## config.mk

```make
export PLATFORM = sky130hd
export DESIGN_NAME = lass_stall_stop
export DESIGN_NICKNAME = d
export VERILOG_FILES = /design/src/lass_stall_stop_dummy_note.sv /design/src/lass_pkg.sv /design/src/lass_meter_if.sv /design/src/lass_load_meter.sv /design/src/lass_stall_stop.sv
export SDC_FILE = /design/constraint.sdc
export NUM_CORES = 1
export LEC_CHECK = 0
export BUFFER_PORTS_ARGS = -buffer_cell sky130_fd_sc_hd__buf_4
export CAP_MARGIN = 20
export CORE_MARGIN = 2
export CORE_UTILIZATION = 57
export DETAILED_ROUTE_END_ITERATION = 6
export GPL_TIMING_DRIVEN = 0
export PLACE_DENSITY = 0.87
export RECOVER_POWER = 50
export SETUP_SLACK_MARGIN = 0.15
export SKIP_CTS_REPAIR_TIMING = 1
export SYNTH_ARGS = -nofsm -noshare
export SYNTH_HDL_FRONTEND = slang
export SYNTH_SLANG_ARGS = --single-unit
```

## constraint.sdc

```tcl
create_clock -name CLK -period 3 [get_ports CLK]
set_clock_uncertainty 0.15 [all_clocks]
set_input_delay 0.15 -clock CLK [delete_from_list [all_inputs] [get_ports CLK]]
set_output_delay 0.15 -clock CLK [all_outputs]
set_load 0.05 [all_outputs]
```

## src/lass_stall_stop_dummy_note.sv

```systemverilog
`timescale 1ns/1ps
`default_nettype none
`default_nettype wire

```

## src/lass_pkg.sv

```systemverilog
package lass_pkg;
   localparam int          ADDR_W        = 6;
   localparam int          DATA_W        = 32;
   localparam int          VEL_W         = 23;
   localparam int          PW_W          = 10;
   localparam int          LOAD_W        = 9;
   localparam int          THR_W         = 8;

   localparam logic [5:0]  OFS_CTRL      = 6'h00;
   localparam logic [5:0]  OFS_CHOP      = 6'h04;
   localparam logic [5:0]  OFS_MIN_VEL   = 6'h08;
   localparam logic [5:0]  OFS_DET_VEL   = 6'h0C;
   localparam logic [5:0]  OFS_PW        = 6'h10;
   localparam logic [5:0]  OFS_STALL_THR = 6'h14;
   localparam logic [5:0]  OFS_RSTAT     = 6'h18;
   localparam logic [5:0]  OFS_RCV       = 6'h1C;
   localparam logic [5:0]  OFS_LOAD      = 6'h20;
   localparam logic [5:0]  OFS_POS       = 6'h24;
   localparam logic [5:0]  OFS_INT_STAT  = 6'h28;
   localparam logic [5:0]  OFS_INT_MASK  = 6'h2C;

   localparam int          CTRL_STOP_BIT = 0;
   localparam int          CHOP_CHOPPER_OFF_TIME_LSB = 0;
   localparam int          CHOP_TBL_LSB  = 4;
   localparam int          CHOP_FS_BIT   = 6;
   localparam int          CHOP_CHM_BIT  = 7;
   localparam int          CHOP_QUIET_BIT = 8;
   localparam int          RSTAT_STOP_BIT = 0;
   localparam int          RSTAT_LOAD_BIT = 1;
   localparam int          RSTAT_SLOW_BIT = 2;
   localparam int          INT_STALL_BIT = 0;
   localparam int          INT_LOAD_BIT  = 1;

   localparam logic [3:0]  CHOPPER_OFF_TIME_CAP      = 4'h8;
   localparam logic [31:0] CTRL_RST      = 32'h0000_0000;
   localparam logic [31:0] CHOP_RST      = 32'h0000_0003;
   localparam logic [31:0] MIN_VEL_RST   = 32'h0000_0000;
   localparam logic [31:0] DET_VEL_RST   = 32'h0000_0000;
   localparam logic [31:0] PW_RST        = 32'h0000_0000;
   localparam logic [31:0] THR_RST       = 32'h0000_0000;
   localparam logic [31:0] INT_RST       = 32'h0000_0000;

   typedef enum logic [1:0] {LASS_RUN = 2'b01, LASS_STOP = 2'b10} lass_stop_e;
   typedef enum logic [1:0] {LASS_M_IDLE = 2'b01, LASS_M_MEAS = 2'b10} lass_meas_e;

   function automatic logic [31:0] apply_be(input logic [31:0] old_v,
                                            input logic [31:0] wd,
                                            input logic [3:0]  be);
      logic [31:0] r;
      r = old_v;
      for (int i = 0; i < 4; i++) begin
         if (be[i]) begin
            r[i*8 +: 8] = wd[i*8 +: 8];
         end
      end
      return r;
   endfunction : apply_be
endpackage : lass_pkg

```

## src/lass_meter_if.sv

```systemverilog
`timescale 1ns/1ps
`default_nettype none
interface lass_meter_if;
   logic       start;
   logic [9:0] pulse_width;
   logic       sense;
   logic       done;
   logic       late;
   logic [8:0] load_value;
   modport ctrl  (output start, output pulse_width, output sense, input done, input late, input load_value);
   modport meter (input start, input pulse_width, input sense, output done, output late, output load_value);
endinterface : lass_meter_if
`default_nettype wire

```

## src/lass_load_meter.sv

```systemverilog
`timescale 1ns/1ps
`default_nettype none
module lass_load_meter (
   input wire logic    clk,
   input wire logic    rst,
   lass_meter_if.meter mif
);
   lass_pkg::lass_meas_e st_reg, st_next;
   logic [9:0]           elapsed_reg, elapsed_next;
   logic [8:0]           load_reg, load_next;
   logic                 done_reg, done_next;
   logic                 late_reg, late_next;
   logic [9:0]           margin;

   always_comb begin
      st_next      = st_reg;
      elapsed_next = elapsed_reg;
      load_next    = load_reg;
      done_next    = 1'b0;
      late_next    = late_reg;
      margin       = mif.pulse_width - elapsed_reg;
      case (st_reg)
         lass_pkg::LASS_M_IDLE: begin
            if (mif.start) begin
               elapsed_next = 10'h000;
               st_next      = lass_pkg::LASS_M_MEAS;
            end
         end
         lass_pkg::LASS_M_MEAS: begin
            // Margin left in the reference window, halved so it fits 0..511
            if (mif.sense) begin
               load_next = margin[9:1];
               late_next = 1'b0;
               done_next = 1'b1;
               st_next   = lass_pkg::LASS_M_IDLE;
            end else if (elapsed_reg >= mif.pulse_width) begin
               load_next = 9'h000;
               late_next = 1'b1;
               done_next = 1'b1;
               st_next   = lass_pkg::LASS_M_IDLE;
            end else begin
               elapsed_next = elapsed_reg + 10'h001;
            end
         end
         default: st_next = lass_pkg::LASS_M_IDLE;
      endcase
   end

   always_ff @(posedge clk) begin
      if (rst) begin
         st_reg      <= lass_pkg::LASS_M_IDLE;
         elapsed_reg <= 10'h000;
         load_reg    <= 9'h000;
         done_reg    <= 1'b0;
         late_reg    <= 1'b0;
      end else begin
         st_reg      <= st_next;
         elapsed_reg <= elapsed_next;
         load_reg    <= load_next;
         done_reg    <= done_next;
         late_reg    <= late_next;
      end
   end

   assign mif.done       = done_reg;
   assign mif.late       = late_reg;
   assign mif.load_value = load_reg;
endmodule : lass_load_meter
`default_nettype wire

```

## src/lass_stall_stop.sv

```systemverilog
// The implementer's own choices: the Avalon-MM interface to the registers and the placing of the registers.
`timescale 1ns/1ps
`default_nettype none
module lass_stall_stop (
   input  wire logic        CLK,
   input  wire logic        SYS_RST,
   input  wire logic [5:0]  AVS_ADDRESS,
   input  wire logic        AVS_READ,
   input  wire logic        AVS_WRITE,
   input  wire logic [31:0] AVS_WRITEDATA,
   input  wire logic [3:0]  AVS_BYTEENABLE,
   output logic      [31:0] AVS_READDATA,
   output logic             AVS_WAITREQUEST,
   input  wire logic [22:0] RAMP_TARGET_VELOCITY,
   input  wire logic [31:0] POSITION,
   input  wire logic        FULLSTEP_START,
   input  wire logic        MOTOR_STEP_SENSE,
   output logic      [22:0] COMMUTATION_VELOCITY,
   output logic             FULLSTEP_MODE,
   output logic      [3:0]  OFF_TIME,
   output logic      [1:0]  BLANK_TIME,
   output logic             RAMP_HOLD,
   output logic             IRQ
);
   lass_meter_if mif ();

   logic [31:0] ctrl_reg, ctrl_next;
   logic [31:0] chop_reg, chop_next;
   logic [31:0] minv_reg, minv_next;
   logic [31:0] detv_reg, detv_next;
   logic [31:0] pw_reg, pw_next;
   logic [31:0] thr_reg, thr_next;
   logic [31:0] ist_reg, ist_next;
   logic [31:0] imask_reg, imask_next;
   logic [31:0] rdata_reg, rdata_next;
   logic        ack_reg, ack_next;
   logic        sense_meta_reg, sense_sync_reg;
   lass_pkg::lass_stop_e stop_reg, stop_next;
   logic        load_reg, load_next;
   logic        slow_reg, slow_next;
   logic [22:0] cvel_reg, cvel_next;
   logic [3:0]  chopper_off_time_reg, chopper_off_time_next;
   logic [22:0] min_vel, det_vel, rcv;
   logic [3:0]  chopper_off_time_field;
   logic        req, wr_acc, rd_acc, rd_first, rstat_read, stall_det, stopped;
   logic [31:0] rstat_word, rd_mux;

   assign min_vel    = minv_reg[22:0];
   assign det_vel    = detv_reg[22:0];
   assign chopper_off_time_field = chop_reg[lass_pkg::CHOP_CHOPPER_OFF_TIME_LSB +: 4];
   assign stopped    = (stop_reg == lass_pkg::LASS_STOP);

   // Bus: one wait cycle per access, read data captured in that cycle
   assign req        = AVS_READ | AVS_WRITE;
   assign rd_first   = AVS_READ & ~ack_reg;
   assign wr_acc     = AVS_WRITE & ack_reg;
   assign rd_acc     = AVS_READ & ack_reg;
   assign rstat_read = rd_acc && (AVS_ADDRESS == lass_pkg::OFS_RSTAT);
   assign AVS_WAITREQUEST = req & ~ack_reg;

   // Pin from the power stage is asynchronous
   always_ff @(posedge CLK) begin
      if (SYS_RST) begin
         sense_meta_reg <= 1'b0;
         sense_sync_reg <= 1'b0;
      end else begin
         sense_meta_reg <= MOTOR_STEP_SENSE;
         sense_sync_reg <= sense_meta_reg;
      end
   end

   assign mif.start       = FULLSTEP_START & load_reg;
   assign mif.pulse_width = pw_reg[9:0];
   assign mif.sense       = sense_sync_reg;

   lass_load_meter u_meter (
      .clk (CLK),
      .rst (SYS_RST),
      .mif (mif)
   );

   // Detection only at or below the host's detect threshold
   assign stall_det = mif.done && load_reg && (RAMP_TARGET_VELOCITY <= det_vel)
                      && ({1'b0, thr_reg[7:0]} > mif.load_value);

   assign rcv = stopped ? 23'h000000 : RAMP_TARGET_VELOCITY;

   always_comb begin
      rstat_word = 32'h0000_0000;
      rstat_word[lass_pkg::RSTAT_STOP_BIT] = stopped;
      rstat_word[lass_pkg::RSTAT_LOAD_BIT] = load_reg;
      rstat_word[lass_pkg::RSTAT_SLOW_BIT] = slow_reg;
      case (AVS_ADDRESS)
         lass_pkg::OFS_CTRL:      rd_mux = ctrl_reg;
         lass_pkg::OFS_CHOP:      rd_mux = chop_reg;
         lass_pkg::OFS_MIN_VEL:   rd_mux = minv_reg;
         lass_pkg::OFS_DET_VEL:   rd_mux = detv_reg;
         lass_pkg::OFS_PW:        rd_mux = pw_reg;
         lass_pkg::OFS_STALL_THR: rd_mux = thr_reg;
         lass_pkg::OFS_RSTAT:     rd_mux = rstat_word;
         lass_pkg::OFS_RCV:       rd_mux = {9'h000, rcv};
         lass_pkg::OFS_LOAD:      rd_mux = {23'h000000, mif.load_value};
         lass_pkg::OFS_POS:       rd_mux = POSITION;
         lass_pkg::OFS_INT_STAT:  rd_mux = ist_reg;
         lass_pkg::OFS_INT_MASK:  rd_mux = imask_reg;
         default:                 rd_mux = 32'h0000_0000;
      endcase
   end

   always_comb begin
      ack_next   = req & ~ack_reg;
      rdata_next = rd_first ? rd_mux : rdata_reg;
      ctrl_next  = ctrl_reg;
      chop_next  = chop_reg;
      minv_next  = minv_reg;
      detv_next  = detv_reg;
      pw_next    = pw_reg;
      thr_next   = thr_reg;
      imask_next = imask_reg;
      ist_next   = ist_reg;
      if (wr_acc) begin
         case (AVS_ADDRESS)
            lass_pkg::OFS_CTRL:      ctrl_next  = lass_pkg::apply_be(ctrl_reg, AVS_WRITEDATA, AVS_BYTEENABLE) & 32'h0000_0001;
            lass_pkg::OFS_CHOP:      chop_next  = lass_pkg::apply_be(chop_reg, AVS_WRITEDATA, AVS_BYTEENABLE) & 32'h0000_01FF;
            lass_pkg::OFS_MIN_VEL:   minv_next  = lass_pkg::apply_be(minv_reg, AVS_WRITEDATA, AVS_BYTEENABLE) & 32'h007F_FFFF;
            lass_pkg::OFS_DET_VEL:   detv_next  = lass_pkg::apply_be(detv_reg, AVS_WRITEDATA, AVS_BYTEENABLE) & 32'h007F_FFFF;
            lass_pkg::OFS_PW:        pw_next    = lass_pkg::apply_be(pw_reg, AVS_WRITEDATA, AVS_BYTEENABLE) & 32'h0000_03FF;
            lass_pkg::OFS_STALL_THR: thr_next   = lass_pkg::apply_be(thr_reg, AVS_WRITEDATA, AVS_BYTEENABLE) & 32'h0000_00FF;
            lass_pkg::OFS_INT_MASK:  imask_next = lass_pkg::apply_be(imask_reg, AVS_WRITEDATA, AVS_BYTEENABLE) & 32'h0000_0003;
            lass_pkg::OFS_INT_STAT:  ist_next   = ist_reg & ~(AVS_WRITEDATA & {{8{AVS_BYTEENABLE[3]}},
                                                  {8{AVS_BYTEENABLE[2]}}, {8{AVS_BYTEENABLE[1]}}, {8{AVS_BYTEENABLE[0]}}});
            default: ;
         endcase
      end
      // Set after clear so a same-cycle event survives
      if (!stopped && stop_next == lass_pkg::LASS_STOP) begin
         ist_next[lass_pkg::INT_STALL_BIT] = 1'b1;
      end
      if (!load_reg && load_next) begin
         ist_next[lass_pkg::INT_LOAD_BIT] = 1'b1;
      end
   end

   always_comb begin
      // Mode needs both chopper flags, a nonzero floor and no quiet chopper
      load_next = (min_vel != 23'h000000)
                  && chop_reg[lass_pkg::CHOP_FS_BIT] && chop_reg[lass_pkg::CHOP_CHM_BIT]
                  && !chop_reg[lass_pkg::CHOP_QUIET_BIT]
                  && (RAMP_TARGET_VELOCITY > min_vel);
      stop_next = stop_reg;
      case (stop_reg)
         lass_pkg::LASS_RUN: begin
            if (ctrl_reg[lass_pkg::CTRL_STOP_BIT] && stall_det) begin
               stop_next = lass_pkg::LASS_STOP;
            end
         end
         lass_pkg::LASS_STOP: begin
            // A fresh stall in the release cycle keeps the stop
            if (rstat_read && !(ctrl_reg[lass_pkg::CTRL_STOP_BIT] && stall_det)) begin
               stop_next = lass_pkg::LASS_RUN;
            end
         end
         default: stop_next = lass_pkg::LASS_RUN;
      endcase
      slow_next = slow_reg;
      if (!load_next) begin
         slow_next = 1'b0;
      end else if (mif.done) begin
         slow_next = mif.late;
      end
      // Overload drops commutation to the floor; a stall stop forces it to zero
      if (stopped) begin
         cvel_next = 23'h000000;
      end else if (load_next && slow_reg) begin
         cvel_next = min_vel;
      end else begin
         cvel_next = RAMP_TARGET_VELOCITY;
      end
      chopper_off_time_next = (load_next && chopper_off_time_field > lass_pkg::CHOPPER_OFF_TIME_CAP) ? lass_pkg::CHOPPER_OFF_TIME_CAP : chopper_off_time_field;
   end

   always_ff @(posedge CLK) begin
      if (SYS_RST) begin
         ctrl_reg  <= lass_pkg::CTRL_RST;
         chop_reg  <= lass_pkg::CHOP_RST;
         minv_reg  <= lass_pkg::MIN_VEL_RST;
         detv_reg  <= lass_pkg::DET_VEL_RST;
         pw_reg    <= lass_pkg::PW_RST;
         thr_reg   <= lass_pkg::THR_RST;
         ist_reg   <= lass_pkg::INT_RST;
         imask_reg <= lass_pkg::INT_RST;
         rdata_reg <= 32'h0000_0000;
         ack_reg   <= 1'b0;
         stop_reg  <= lass_pkg::LASS_RUN;
         load_reg  <= 1'b0;
         slow_reg  <= 1'b0;
         cvel_reg  <= 23'h000000;
         chopper_off_time_reg  <= 4'h0;
      end else begin
         ctrl_reg  <= ctrl_next;
         chop_reg  <= chop_next;
         minv_reg  <= minv_next;
         detv_reg  <= detv_next;
         pw_reg    <= pw_next;
         thr_reg   <= thr_next;
         ist_reg   <= ist_next;
         imask_reg <= imask_next;
         rdata_reg <= rdata_next;
         ack_reg   <= ack_next;
         stop_reg  <= stop_next;
         load_reg  <= load_next;
         slow_reg  <= slow_next;
         cvel_reg  <= cvel_next;
         chopper_off_time_reg  <= chopper_off_time_next;
      end
   end

   assign AVS_READDATA         = rdata_reg;
   assign COMMUTATION_VELOCITY = cvel_reg;
   assign FULLSTEP_MODE        = load_reg;
   assign OFF_TIME             = chopper_off_time_reg;
   assign BLANK_TIME           = chop_reg[lass_pkg::CHOP_TBL_LSB +: 2];
   assign RAMP_HOLD            = stopped;
   assign IRQ                  = |(ist_reg & imask_reg);
endmodule : lass_stall_stop
`default_nettype wire

```

Word level (Yosys, flattened, before mapping)
Index checks and enable logic that the tools add are counted.
Operators by class
  reductions and logical operators: 50
  equality and inequality tests: 20
  muxes and demuxes: 25
  order comparisons: 5
  $add $sub $neg: 2
  bitwise logic cells: 13
Operator list (number)
  32-bit case mux with 12 select lines: 1
  32-bit bitwise AND: 2
  23-bit 2-to-1 mux: 2
  3-bit AND reduction: 13
  32-bit by 2-bit bitwise AND with 32-bit output: 1
  32-bit NOT: 1
  32-bit OR reduction: 1
  10-bit 2-to-1 mux: 3
  6-bit by 5-bit == test with 1-bit output, second input constant: 4
  6-bit == test, second input constant: 4
  23-bit greater-than comparator: 1
  23-bit less-or-equal comparator: 1
  23-bit nonzero test: 1
  10-bit case mux with 2 select lines: 1
  9-bit 2-to-1 mux: 2
  1-bit logical AND: 14
  2-bit 2-to-1 mux: 7
  6-bit by 4-bit == test with 1-bit output, second input constant: 2
  2-bit nonzero test: 6
  10-bit by 1-bit adder with 10-bit output, second input constant: 1
  10-bit >= comparator: 1
  2-bit AND reduction: 5
  10-bit subtractor: 1
  8-bit by 9-bit greater-than comparator with 1-bit output: 1
  16 further kinds: 39
Storage, ports and cells
  input port bits: 103
  output and inout bits: 65
  register bits: 197
  word-level logic and storage cells: 146

Logic depth before layout (Yosys ltp)
Gate-level depths: netlist (run 1).
  word-level depth: 12
  depth in mapped cells: 12
  depth with buffers taken out: 11

Cells and area by module
A second synthesis (run 1) with hierarchy kept.
Unflattened totals
  cell total of the unflattened synthesis: 1162
  area, all modules: 10032.1 um^2
Modules (own cells, without submodules)
  lass_stall_stop: cells an instance 997, times used 1, area each 8564.5 um^2, seq. area each 3483.3 um^2
  lass_load_meter: cells an instance 165, times used 1, area each 1467.7 um^2, seq. area each 460.4 um^2

Worst setup path before layout (run 1)
Ideal clock, no wire load.
  path kind: register to register
  start point: register u_meter.elapsed_reg[0]
  end point: register u_meter.elapsed_reg[9]
  period minus slack after synthesis: 2577 ps
  slack: 423 ps
  library setup time: 121 ps
  path buffers: 1
  required time: 2729 ps
  arrival: 2307 ps
  cell stages (with the launch flop): 11
  path through: dfxtp_1 > ha_1 > inv_1 > fa_1 > a21o_1 > a21oi_1 > o211ai_1 > a31oi_1 > buf_2 > nor4b_1 > mux2_2
Between the ends
  word-level cells in the longest chain between the ends: 4
  elaborated cells on any way between the ends: 7
  classes of those cells: add/sub: 1; order compare: 1; eq/ne: 1; mux: 3; reduce/logical: 1
Ends and longest elaborated chain
  start: declaration: RTL line lass_load_meter.sv:9  | logic [9:0] elapsed_reg, elapsed_next;
  start signal: assignment: RTL line lass_load_meter.sv:58  | elapsed_reg <= elapsed_next;
  10-bit by 1-bit adder with 10-bit output: RTL line lass_load_meter.sv:42  | elapsed_next = elapsed_reg + 10'h001;
  10-bit 2-to-1 mux: RTL line lass_load_meter.sv:36  | end else if (elapsed_reg >= mif.pulse_width) begin
  10-bit 2-to-1 mux: RTL line lass_load_meter.sv:31  | if (mif.sense) begin
  10-bit case mux with 2 select lines: RTL line lass_load_meter.sv:22  | case (st_reg)
Parallel ways exist; a longest one is shown, timed or not. The select of a mux whose other input is x is not followed.
A chain may end at the register's enable or synchronous reset.

Final worst setup path (run 1)
  start point: register ack_reg
  end point: register rdata_reg[15] (netlist: AVS_READDATA[15])
Between the ends
  word-level cells in the longest chain between the ends: 2
Ends and longest elaborated chain
  start: declaration: RTL line lass_stall_stop.sv:36  | logic ack_reg, ack_next;
  start signal: assignment: RTL line lass_stall_stop.sv:209  | ack_reg <= ack_next;
  1-bit NOT: RTL line lass_stall_stop.sv:55  | assign rd_first = AVS_READ & ~ack_reg;
  1-bit bitwise AND: RTL line lass_stall_stop.sv:55
  end signal: assignment: RTL line lass_stall_stop.sv:208  | rdata_reg <= rdata_next;
  end: declaration: RTL line lass_stall_stop.sv:35  | logic [31:0] rdata_reg, rdata_next;
Every way passes these cells.

==> results.py, run 1 <==
metrics = {
    "setup_path": {
        "worstPathCellList": "clkbuf_1 -> nand2b_1 -> clkbuf_1 -> a21oi_1 -> nand2_1 -> clkbuf_1 -> a21oi_1 -> a21oi_1 -> nor2_1",
        "startpoint": "ack_reg$_SDFF_PP0_",
        "crit_path_start_kind": "flip-flop",
        "slowest_delay_ns": 0.53,
        "r2r_start": "ack_reg$_SDFF_PP0_",
        "criticalPathCategory": "reg -> reg",
        "required_ns": 3.16,
        "cp_slowest_cell": "clkbuf_1",
        "crit_fanout": 10,
        "arrival_ns": 3.10,
        "critPathCaptureType": "flip-flop",
    },
    "sta": {
        "slew_headroom": 0.05837,
        "post-route-min-period_ns": 2.938,
        "fin_setup_tns_ns": 0,
        "min_period_over_period": 0.9794,
        "max_freq_mhz": 340.4,
        "worst_slew_pin_slew_ns": 1.402,
        "hold_violations": 7,
        "setup_viol": 0,
        "whs_ns": -0.03311,
        "rsz0062_at_grt": "true",
        "setup_slack_ns": 0.06190,
        "slew_viol_final": 0,
    },
    "placed_design": {
        "place_worst_setup_slack_ns": -0.1672,
        "io_buffers": 166,
        "dp_hpwl_microns": 26380,
        "place_congestion": 1.100,
        "dp_cells": 1589,
    },
    "status": {
        "status": "finished, violations left",
        "violations": "design-rule violations, negative hold slack",
    },
    "clock_network": {
        "insertion_delay_ns": 0.45,
        "clockBufferDepth": 2,
        "root_buffer": "clkbuf_16",
        "clk_pin_slew_ns": 0.08,
        "cts_buffers": 17,
        "cts.sinks": 197,
        "cts_tree": "done",
        "htreeDepth": 4,
    },
    "finish": {
        "fin_util": 0.7301,
        "n_antenna_cell": 0,
        "drive_gt1_frac": 0.1263,
        "syn_to_final_growth_pct": 26.09,
        "instances_no_fill": 1690,
        "n_fill_cell": 1341,
        "fin_nets": 1623,
    },
    "power": {
        "p_sw_w": 0.001490,
        "powerDensity_nw_per_um2": 441.9,
        "comb_power_share": 0.105,
        "max-vdd-ir-drop_mv": 0.4191,
        "power.leakage_nw": 4.579,
        "p_sw_frac": 0.2689,
        "pwr-share-seq": 0.476,
        "clockPowerShare": 0.419,
        "p_int_w": 0.004052,
    },
    "detailed_routing": {
        "drt_iter0_drc": 1719,
        "viasPerCell": 6.394,
        "route.vias.total": 10810,
        "wl_per_cell_microns": 22.09,
        "drc": 30,
        "postRouteAntennaNets": 0,
        "firstDrtPassIters": 7,
        "routed_wl_microns": 37340,
    },
    "yosys": {
        "synthCells": 1197,
        "synth_edf_count": 0,
        "synth.distinct_cells": 62,
        "syn_nets": 1368,
        "synth_top_flop_cell": "dfxtp_1",
        "ys_ff_latch": 197,
        "yosys-top-cells-area": "dfxtp_1, ha_1, a21oi_1",
        "synth_top_area_share": 0.3965,
        "yosys_warnings": 0,
        "yosysMostFrequentCell": "dfxtp_1",
        "syn_avg_cell_area_sq_um": 8.309,
        "yosys-top-cells-count": "dfxtp_1, a21oi_1, nand2_1",
        "synth_area_sq_um": 9946,
        "synth_area_leader_cell": "dfxtp_1",
        "ys_async_sr_fraction": 0,
        "yosysSeqAreaShare": 0.3965,
    },
    "floorplan": {
        "initial_core_util": 0.5790,
        "core_area_sq_um": 17180,
        "fp.dieH_microns": 136.1,
        "pin_count": 168,
        "die_w_microns": 136.1,
        "num_rows": 48,
        "die_area_sq_um": 18520,
    },
    "min_path": {
        "hp-start": "POSITION[30]",
        "hp-class": "in -> reg",
    },
    "flow_run": {
        "maxCapViolCount": 0,
    },
    "grt": {
        "grt.total_usage": 0.3753,
        "antenna_found_initial": 0,
        "grt_max_degree": 19,
        "grt_pass1_wl_microns": 52500,
        "overflow": 0,
        "grt_pass1_vias": 9717,
    },
}
-- routing by layer --
metal,GRT usage,share of wire,up-vias
li1,-,-,4756
met1,0.4761,0.37,4988
met2,0.5969,0.45,848
met3,0.08277,0.12,214
met4,0.1985,0.064,0
met5,0,0,-
-- layout make-up --
type	count	area, sq um	share of cell area
plain buffers	65	292.8	0.02335
flip-flops and latches	197	3956	0.3155
clock inverters	14	142.6	0.01137
multi-input cells	861	5475	0.4366
inverters	74	277.8	0.02215
clock buffers	18	439.2	0.03502
repair buffers	236	1675	0.1336
well taps	225	281.5	0.02245
-- power by group through the flow --
| stage | clock network (W) | registers (W) | logic, W |
|---|---|---|---|
| finish | 0.00232 | 0.00264 | 0.000581 |
| detailed placement | 0 | 0.00270 | 0.000507 |
| CTS | 0.00229 | 0.00264 | 0.000511 |
| global placement | 0 | 0.00270 | 0.000500 |
| floorplan | 0 | 0.00277 | 0.000179 |
| global route | 0.00238 | 0.00264 | 0.000610 |
-- worst max-delay path: cells and delay by family, from the launching register on --
| family | cells | cell delay [ns] |
|---|---|---|
| AND/OR/NAND/NOR | 3 | 0.69 |
| flip-flops | 1 | 0.31 |
| AO/OA/AOI/OAI | 3 | 0.43 |
| buffers and inverters | 3 | 1.23 |
-- path summary, 6_finish.rpt --
check	to	slack, ns	cells after the start
max	AVS_READDATA[15]$_SDFFE_PP0P_	0.06	9
min	AVS_READDATA[30]$_SDFFE_PP0P_	-0.03	5
max reg2reg	AVS_READDATA[15]$_SDFFE_PP0P_	0.06	9
min reg2reg	ist_reg[20]$_SDFFE_PP0P_	0.31	2
-- stage by stage --
step / cell area [sq um] / total power [W]
floorplan: 9946 / 0.002945
global placement: 11470 / 0.003201
detailed placement: 11480 / 0.003210
CTS: 12060 / 0.005444
global route: 12540 / 0.005633
finish: 12540 / 0.005542
-- layout by cell type, fill, tap and decap left out, types with 14 or more instances in the layout --
cell type      synthesis  routed
nand3_1               40      39
mux2i_1               41      41
dlygate4sd3_1          0      63
dfxtp_1              197     189
nor3_1                16      14
clkbuf_1              44     114
a21oi_1              160     158
a222oi_1              19      19
nand2_1              135     135
nor2_1               121     122
o21ai_0               16      16
a22oi_1               54      54
ha_1                  67      67
nand2b_1              36      36
buf_4                  6     110
inv_1                 74      74
clkbuf_16              0      17
-- cell families (layout without fill, tap and decap cells) --
logic type               after synthesis  after routing  synth area share
AND/OR/NAND/NOR                      424            424            0.2049
AO/OA/AOI/OAI                        313            313            0.1998
flip-flops                           197            197            0.3965
buffers and inverters                139            407           0.05774
adder cells (fa/ha/maj)               68             68           0.08630
multiplexers                          42             42           0.04239
XOR/XNOR                              14             14           0.01233
Note: power is estimated with default switching activity, not from simulation.
==> inputs of run 2 (changes only) <==
Settings changed: GPL_TIMING_DRIVEN 0 to unset.
==> run 2 against run 1 <==
Global-route usage is 2.9 points lower. Final area hardly changed. Routed wire length is 4.2% lower. Sequential share of layout area is 0.12 points lower. The run still ends with design-rule violations, negative hold slack left. Flip-flop and latch count stayed put. Worst hold slack worse by 0.031 ns. First-iteration DRC count is 17% lower. Maximum frequency is 1.1% higher. Clock power is 7% higher. Core utilization is 0.058 points higher.
==> results.py, run 2 (synthesis results as in run 1) <==
metrics = {
    "finish": {
        "fin_area_sq_um": 12550,
        "seq_area_sq_um": 3944,
        "drive_gt1_frac": 0.1306,
        "mostFrequentLayoutCells": "dfxtp_1, a21oi_1, nand2_1",
        "n_fill_cell": 1286,
        "syn_to_final_growth_pct": 26.19,
        "fin_util": 0.7307,
        "fin_nets": 1597,
        "multiInputGateArea_sq_um": 5440,
        "layout_commonest_cell": "dfxtp_1",
    },
    "setup_path": {
        "criticalPathCategory": "reg -> reg",
        "rrSetupSlack_ns": 0.1,
        "crit_fanout": 6,
        "ff2ff_path_depth": 11,
        "crit_path_start_kind": "flip-flop",
        "arrival_ns": 3.06,
        "required_ns": 3.15,
        "critPathCaptureType": "flip-flop",
        "r2r_start": "minv_reg[16]$_SDFFE_PP0P_",
        "r2r-end": "COMMUTATION_VELOCITY[15]$_SDFF_PP0_",
    },
    "floorplan": {
        "fp.dieH_microns": 136.1,
        "die_area_sq_um": 18520,
        "num_rows": 48,
        "die_w_microns": 136.1,
        "initial_core_util": 0.5790,
        "pin_count": 168,
        "core_area_sq_um": 17180,
    },
    "detailed_routing": {
        "route.vias.total": 10630,
        "firstDrtPassIters": 7,
        "drt_iter0_drc": 1421,
        "routed_wl_microns": 35770,
        "drc": 2,
        "dr_wl_met2_microns": 16670,
        "wl_per_cell_microns": 21.48,
        "top_layer_used": "met4",
        "wl_met1_microns": 12890,
        "postRouteAntennaNets": 0,
        "viasPerCell": 6.383,
        "wl_met3_microns": 4160,
    },
    "sta": {
        "slew_viol_final": 0,
        "hold_violations": 6,
        "fin_setup_tns_ns": 0,
        "worst_slew_pin_slew_ns": 1.463,
        "whs_ns": -0.06423,
        "min_period_over_period": 0.9683,
        "max_freq_mhz": 344.3,
        "setup_viol": 0,
        "post-route-min-period_ns": 2.905,
        "slew_headroom": 0.02486,
        "setup_slack_ns": 0.09514,
        "rsz0062_at_grt": "true",
    },
    "clock_network": {
        "cts_buffers": 17,
        "cts_tree": "done",
        "clockBufferDepth": 2,
        "cts.sinks": 197,
        "insertion_delay_ns": 0.45,
        "htreeDepth": 4,
        "root_buffer": "clkbuf_16",
        "clk_pin_slew_ns": 0.07,
    },
    "power": {
        "p_int_w": 0.004265,
        "powerDensity_nw_per_um2": 453.8,
        "max-vdd-ir-drop_mv": 0.4120,
        "p_sw_frac": 0.2510,
        "clockPowerShare": 0.437,
        "comb_power_share": 0.098,
        "pwr-share-seq": 0.464,
        "power.leakage_nw": 4.623,
        "p_sw_w": 0.001430,
    },
    "placed_design": {
        "io_buffers": 167,
        "place_area_sq_um": 11520,
        "place_worst_setup_slack_ns": 0.1652,
        "place_congestion": 1.038,
        "dp_hpwl_microns": 23850,
    },
    "status": {
        "status": "finished, violations left",
        "violations": "design-rule violations, negative hold slack",
    },
    "min_path": {
        "holdPathStages": 5,
        "hp-start": "POSITION[26]",
        "hp-class": "in -> reg",
        "hold_end": "AVS_READDATA[26]$_SDFFE_PP0P_",
    },
    "grt": {
        "grt_pass1_vias": 9681,
        "grt.total_usage": 0.3461,
        "overflow": 0,
        "grt_pass1_wl_microns": 49810,
        "antenna_found_initial": 1,
        "grt_max_degree": 48,
    },
    "flow_run": {
        "maxCapViolCount": 0,
    },
}
## run 2: critical path, cell delays in order, from the launching register on
cell       delay [ns]
dfxtp_1          0.45
inv_1            0.08
ha_1             0.30
nand3_1          0.13
nor3_4           0.28
nand3_1          0.20
o21bai_2         0.28
a211oi_4         0.26
buf_4            0.18
clkbuf_16        0.16
mux2i_1          0.22
nor2_1           0.08
## run 2: layout make-up
class	count	share of cell area
diodes	1	0.0001994
clock buffers	18	0.03419
clock inverters	14	0.01575
inverters	74	0.02213
multi-input cells	861	0.4335
flip-flops and latches	197	0.3142
well taps	225	0.02243
repair buffers	275	0.1576
## run 2: how the worst max path moves through the flow
stage                                                   start                                  end  slack [ns]  depth (start not counted)
after floorplan           u_meter.elapsed_reg[0]$_SDFFE_PP0P_  u_meter.elapsed_reg[9]$_SDFFE_PP0P_        0.42                         10
after global placement              minv_reg[22]$_SDFFE_PP0P_  COMMUTATION_VELOCITY[17]$_SDFF_PP0_        0.32                         10
after detailed placement            minv_reg[22]$_SDFFE_PP0P_  COMMUTATION_VELOCITY[19]$_SDFF_PP0_        0.17                         10
after CTS                           minv_reg[22]$_SDFFE_PP0P_  COMMUTATION_VELOCITY[19]$_SDFF_PP0_        0.13                         10
after global routing                minv_reg[18]$_SDFFE_PP0P_  COMMUTATION_VELOCITY[15]$_SDFF_PP0_        0.04                         11
final                               minv_reg[16]$_SDFFE_PP0P_  COMMUTATION_VELOCITY[15]$_SDFF_PP0_         0.1                         11
## run 2: power by group through the flow
stage / sequential [W] / combinational, W / clock, W
after floorplan: 0.00277 / 0.000179 / 0
after global placement: 0.00270 / 0.000477 / 0
after detailed placement: 0.00271 / 0.000484 / 0
after CTS: 0.00264 / 0.000489 / 0.00247
after global routing: 0.00265 / 0.000584 / 0.00257
final: 0.00264 / 0.000560 / 0.00249
## run 2: layer usage
layer / global-route usage / up-vias
li1: - / 4710
met1: 0.4190 / 4946
met2: 0.5589 / 773
met3: 0.09172 / 198
met4: 0.1910 / 0
met5: 0 / -
## run 2: through the flow
step | power (W) | hold slack (ns) | cells
4_1_cts | 0.005605 | -0.2877 | 1596
6_report | 0.005695 | -0.06423 | 1665
5_1_grt | 0.005803 | 0.005195 | 1665
3_3_place_gp | 0.003182 | 0.1716 | 1564
3_5_place_dp | 0.003190 | 0.1743 | 1564
2_1_floorplan | 0.002945 | 0.08779 | 1197
==> inputs of run 3 (changes only) <==
--- a/config.mk
+++ b/config.mk
@@ -12,2 +12,3 @@
 export DETAILED_ROUTE_END_ITERATION = 6
+export GPL_ROUTABILITY_DRIVEN = 0
 export PLACE_DENSITY = 0.87
==> constraint.sdc (replaced) <==
create_clock -name CLK -period 3 [get_ports CLK]
set_clock_uncertainty 0.15 [all_clocks]
set_input_delay 0.6 -clock CLK [delete_from_list [all_inputs] [get_ports CLK]]
set_output_delay 0.6 -clock CLK [all_outputs]
set_load 0.05 [all_outputs]
==> run 3 against run 2 <==
The run ends with design-rule violations, max-capacitance violations, max-slew violations left. Die area is the same. Worst hold slack gained 0.23 ns. Setup slack gained 0.079 ns. Global-route usage grew 0.89 points. Critical path type is now in -> reg. Highest routed layer unchanged.
==> results.py, run 3 (synthesis results as in run 1) <==
metrics = {
    "status": {
        "status": "finished, violations left",
        "violations": "design-rule violations, max-capacitance violations, max-slew violations",
    },
    "sta": {
        "max_freq_mhz": 353.9,
        "worst_slew_pin_slew_ns": 1.961,
        "rsz0062_at_grt": "true",
        "whs_ns": 0.1705,
        "post-route-min-period_ns": 2.826,
        "min_period_over_period": 0.9419,
        "slew_headroom": -0.3071,
        "slew_viol_final": 48,
        "setup_viol": 0,
        "setup_slack_ns": 0.1742,
        "hold_violations": 0,
        "fin_setup_tns_ns": 0,
    },
    "grt": {
        "grt_max_degree": 51,
        "antenna_found_initial": 0,
        "grt.total_usage": 0.3550,
        "grt_pass1_vias": 9920,
        "overflow": 0,
        "grt_pass1_wl_microns": 51240,
    },
    "setup_path": {
        "slowest_delay_ns": 0.86,
        "arrival_ns": 2.98,
        "worstPathCellList": "clkbuf_1 -> or4b_1 -> nor3_1 -> buf_4 -> nand2_1 -> nand2_1 -> a21oi_1",
        "critical_path.most_common_cell": "nand2_1",
        "cp_slowest_cell": "nor3_1",
        "path_buf_inv": 2,
        "critPathCaptureType": "flip-flop",
        "required_ns": 3.15,
        "crit_family": "simple AND/OR/NAND/NOR gates",
        "crit_fanout": 8,
        "criticalPathCategory": "in -> reg",
        "crit_path_start_kind": "primary input",
    },
    "floorplan": {
        "die_w_microns": 136.1,
        "fp.dieH_microns": 136.1,
        "num_rows": 48,
        "pin_count": 168,
        "core_area_sq_um": 17180,
        "die_area_sq_um": 18520,
        "initial_core_util": 0.5790,
    },
    "detailed_routing": {
        "postRouteAntennaNets": 0,
        "wl_per_cell_microns": 20.82,
        "top_layer_used": "met4",
        "drc": 6,
        "wl_met3_microns": 4003,
        "firstDrtPassIters": 7,
        "dr_wl_met2_microns": 15380,
        "route.vias.total": 10380,
        "viasPerCell": 6.428,
        "wl_met1_microns": 12260,
        "routed_wl_microns": 33630,
        "drt_iter0_drc": 1572,
    },
    "placed_design": {
        "dp_hpwl_microns": 23850,
        "place_area_sq_um": 11650,
        "place_worst_setup_slack_ns": 0.007382,
        "io_buffers": 167,
    },
    "power": {
        "power_w": 0.005513,
        "powerDensity_nw_per_um2": 458.3,
        "max-vdd-ir-drop_mv": 0.4175,
        "power.leakage_nw": 4.446,
    },
    "flow_run": {
        "maxCapViolCount": 1,
    },
    "clock_network": {
        "insertion_delay_ns": 0.44,
        "cts_buffers": 17,
        "root_buffer": "clkbuf_16",
        "cts.sinks": 197,
        "cts_tree": "done",
        "clockBufferDepth": 2,
        "clk_pin_slew_ns": 0.07,
        "htreeDepth": 4,
    },
    "finish": {
        "fin_area_sq_um": 12030,
        "layout_commonest_cell": "dfxtp_1",
        "n_antenna_cell": 0,
        "mostFrequentLayoutCells": "dfxtp_1, a21oi_1, buf_4",
        "drive_gt1_frac": 0.1439,
        "fin_nets": 1550,
        "syn_to_final_growth_pct": 20.96,
    },
    "min_path": {
        "hp-class": "in -> reg",
    },
}
## run 3: layout make-up
| cell class | count | area (sq um) |
|---|---|---|
| multi-input cells | 861 | 5421 |
| fillers | 1367 | 5146 |
| flip-flops and latches | 197 | 3944 |
| repair buffers | 228 | 1501 |
| clock buffers | 19 | 452.9 |
| well taps | 225 | 281.5 |
| inverters | 74 | 277.8 |
| clock inverters | 11 | 151.4 |
## run 3: final timing paths
check | start | to | slack (ns) | depth (start not counted)
setup reg to reg | minv_reg[22]$_SDFFE_PP0P_ | COMMUTATION_VELOCITY[13]$_SDFF_PP0_ | 0.25 | 13
setup / recovery | AVS_ADDRESS[1] | minv_reg[7]$_SDFFE_PP0P_ | 0.17 | 7
hold reg to reg | ist_reg[18]$_SDFFE_PP0P_ | ist_reg[18]$_SDFFE_PP0P_ | 0.30 | 2
hold / removal | AVS_WRITEDATA[29] | ist_reg[29]$_SDFFE_PP0P_ | 0.17 | 2
## run 3: worst register-to-register path, stage by stage, from the launching register on
cell,delay (ns)
dfxtp_1,0.38
inv_1,0.07
ha_1,0.29
nand3_1,0.09
nor3_1,0.21
buf_4,0.16
nand3_1,0.13
o31ai_1,0.30
buf_4,0.19
a211oi_4,0.04
buf_4,0.18
clkbuf_16,0.19
mux2i_1,0.17
nor2_1,0.06
## run 3: power breakdown
| part | internal, W | switching, W | total [W] |
|---|---|---|---|
| Sequential | 0.00263 | 0.00000992 | 0.00264 |
| Clock | 0.00135 | 0.00103 | 0.00238 |
| Combinational | 0.000173 | 0.000313 | 0.000486 |
| Total | 0.00416 | 0.00135 | 0.00551 |
## run 3: metrics by stage
step,cells,util
2_1_floorplan,1197,-
3_3_place_gp,1582,0.6784
3_5_place_dp,1582,0.6784
4_1_cts,1612,0.7136
5_1_grt,1615,0.7004
6_report,1615,0.7004
## run 3: per-layer routing
metal | up-vias | GRT usage
met4 | 0 | 0.1904
met5 | - | 0
li1 | 4616 | -
met3 | 177 | 0.07867
met1 | 4783 | 0.4399
met2 | 806 | 0.5754
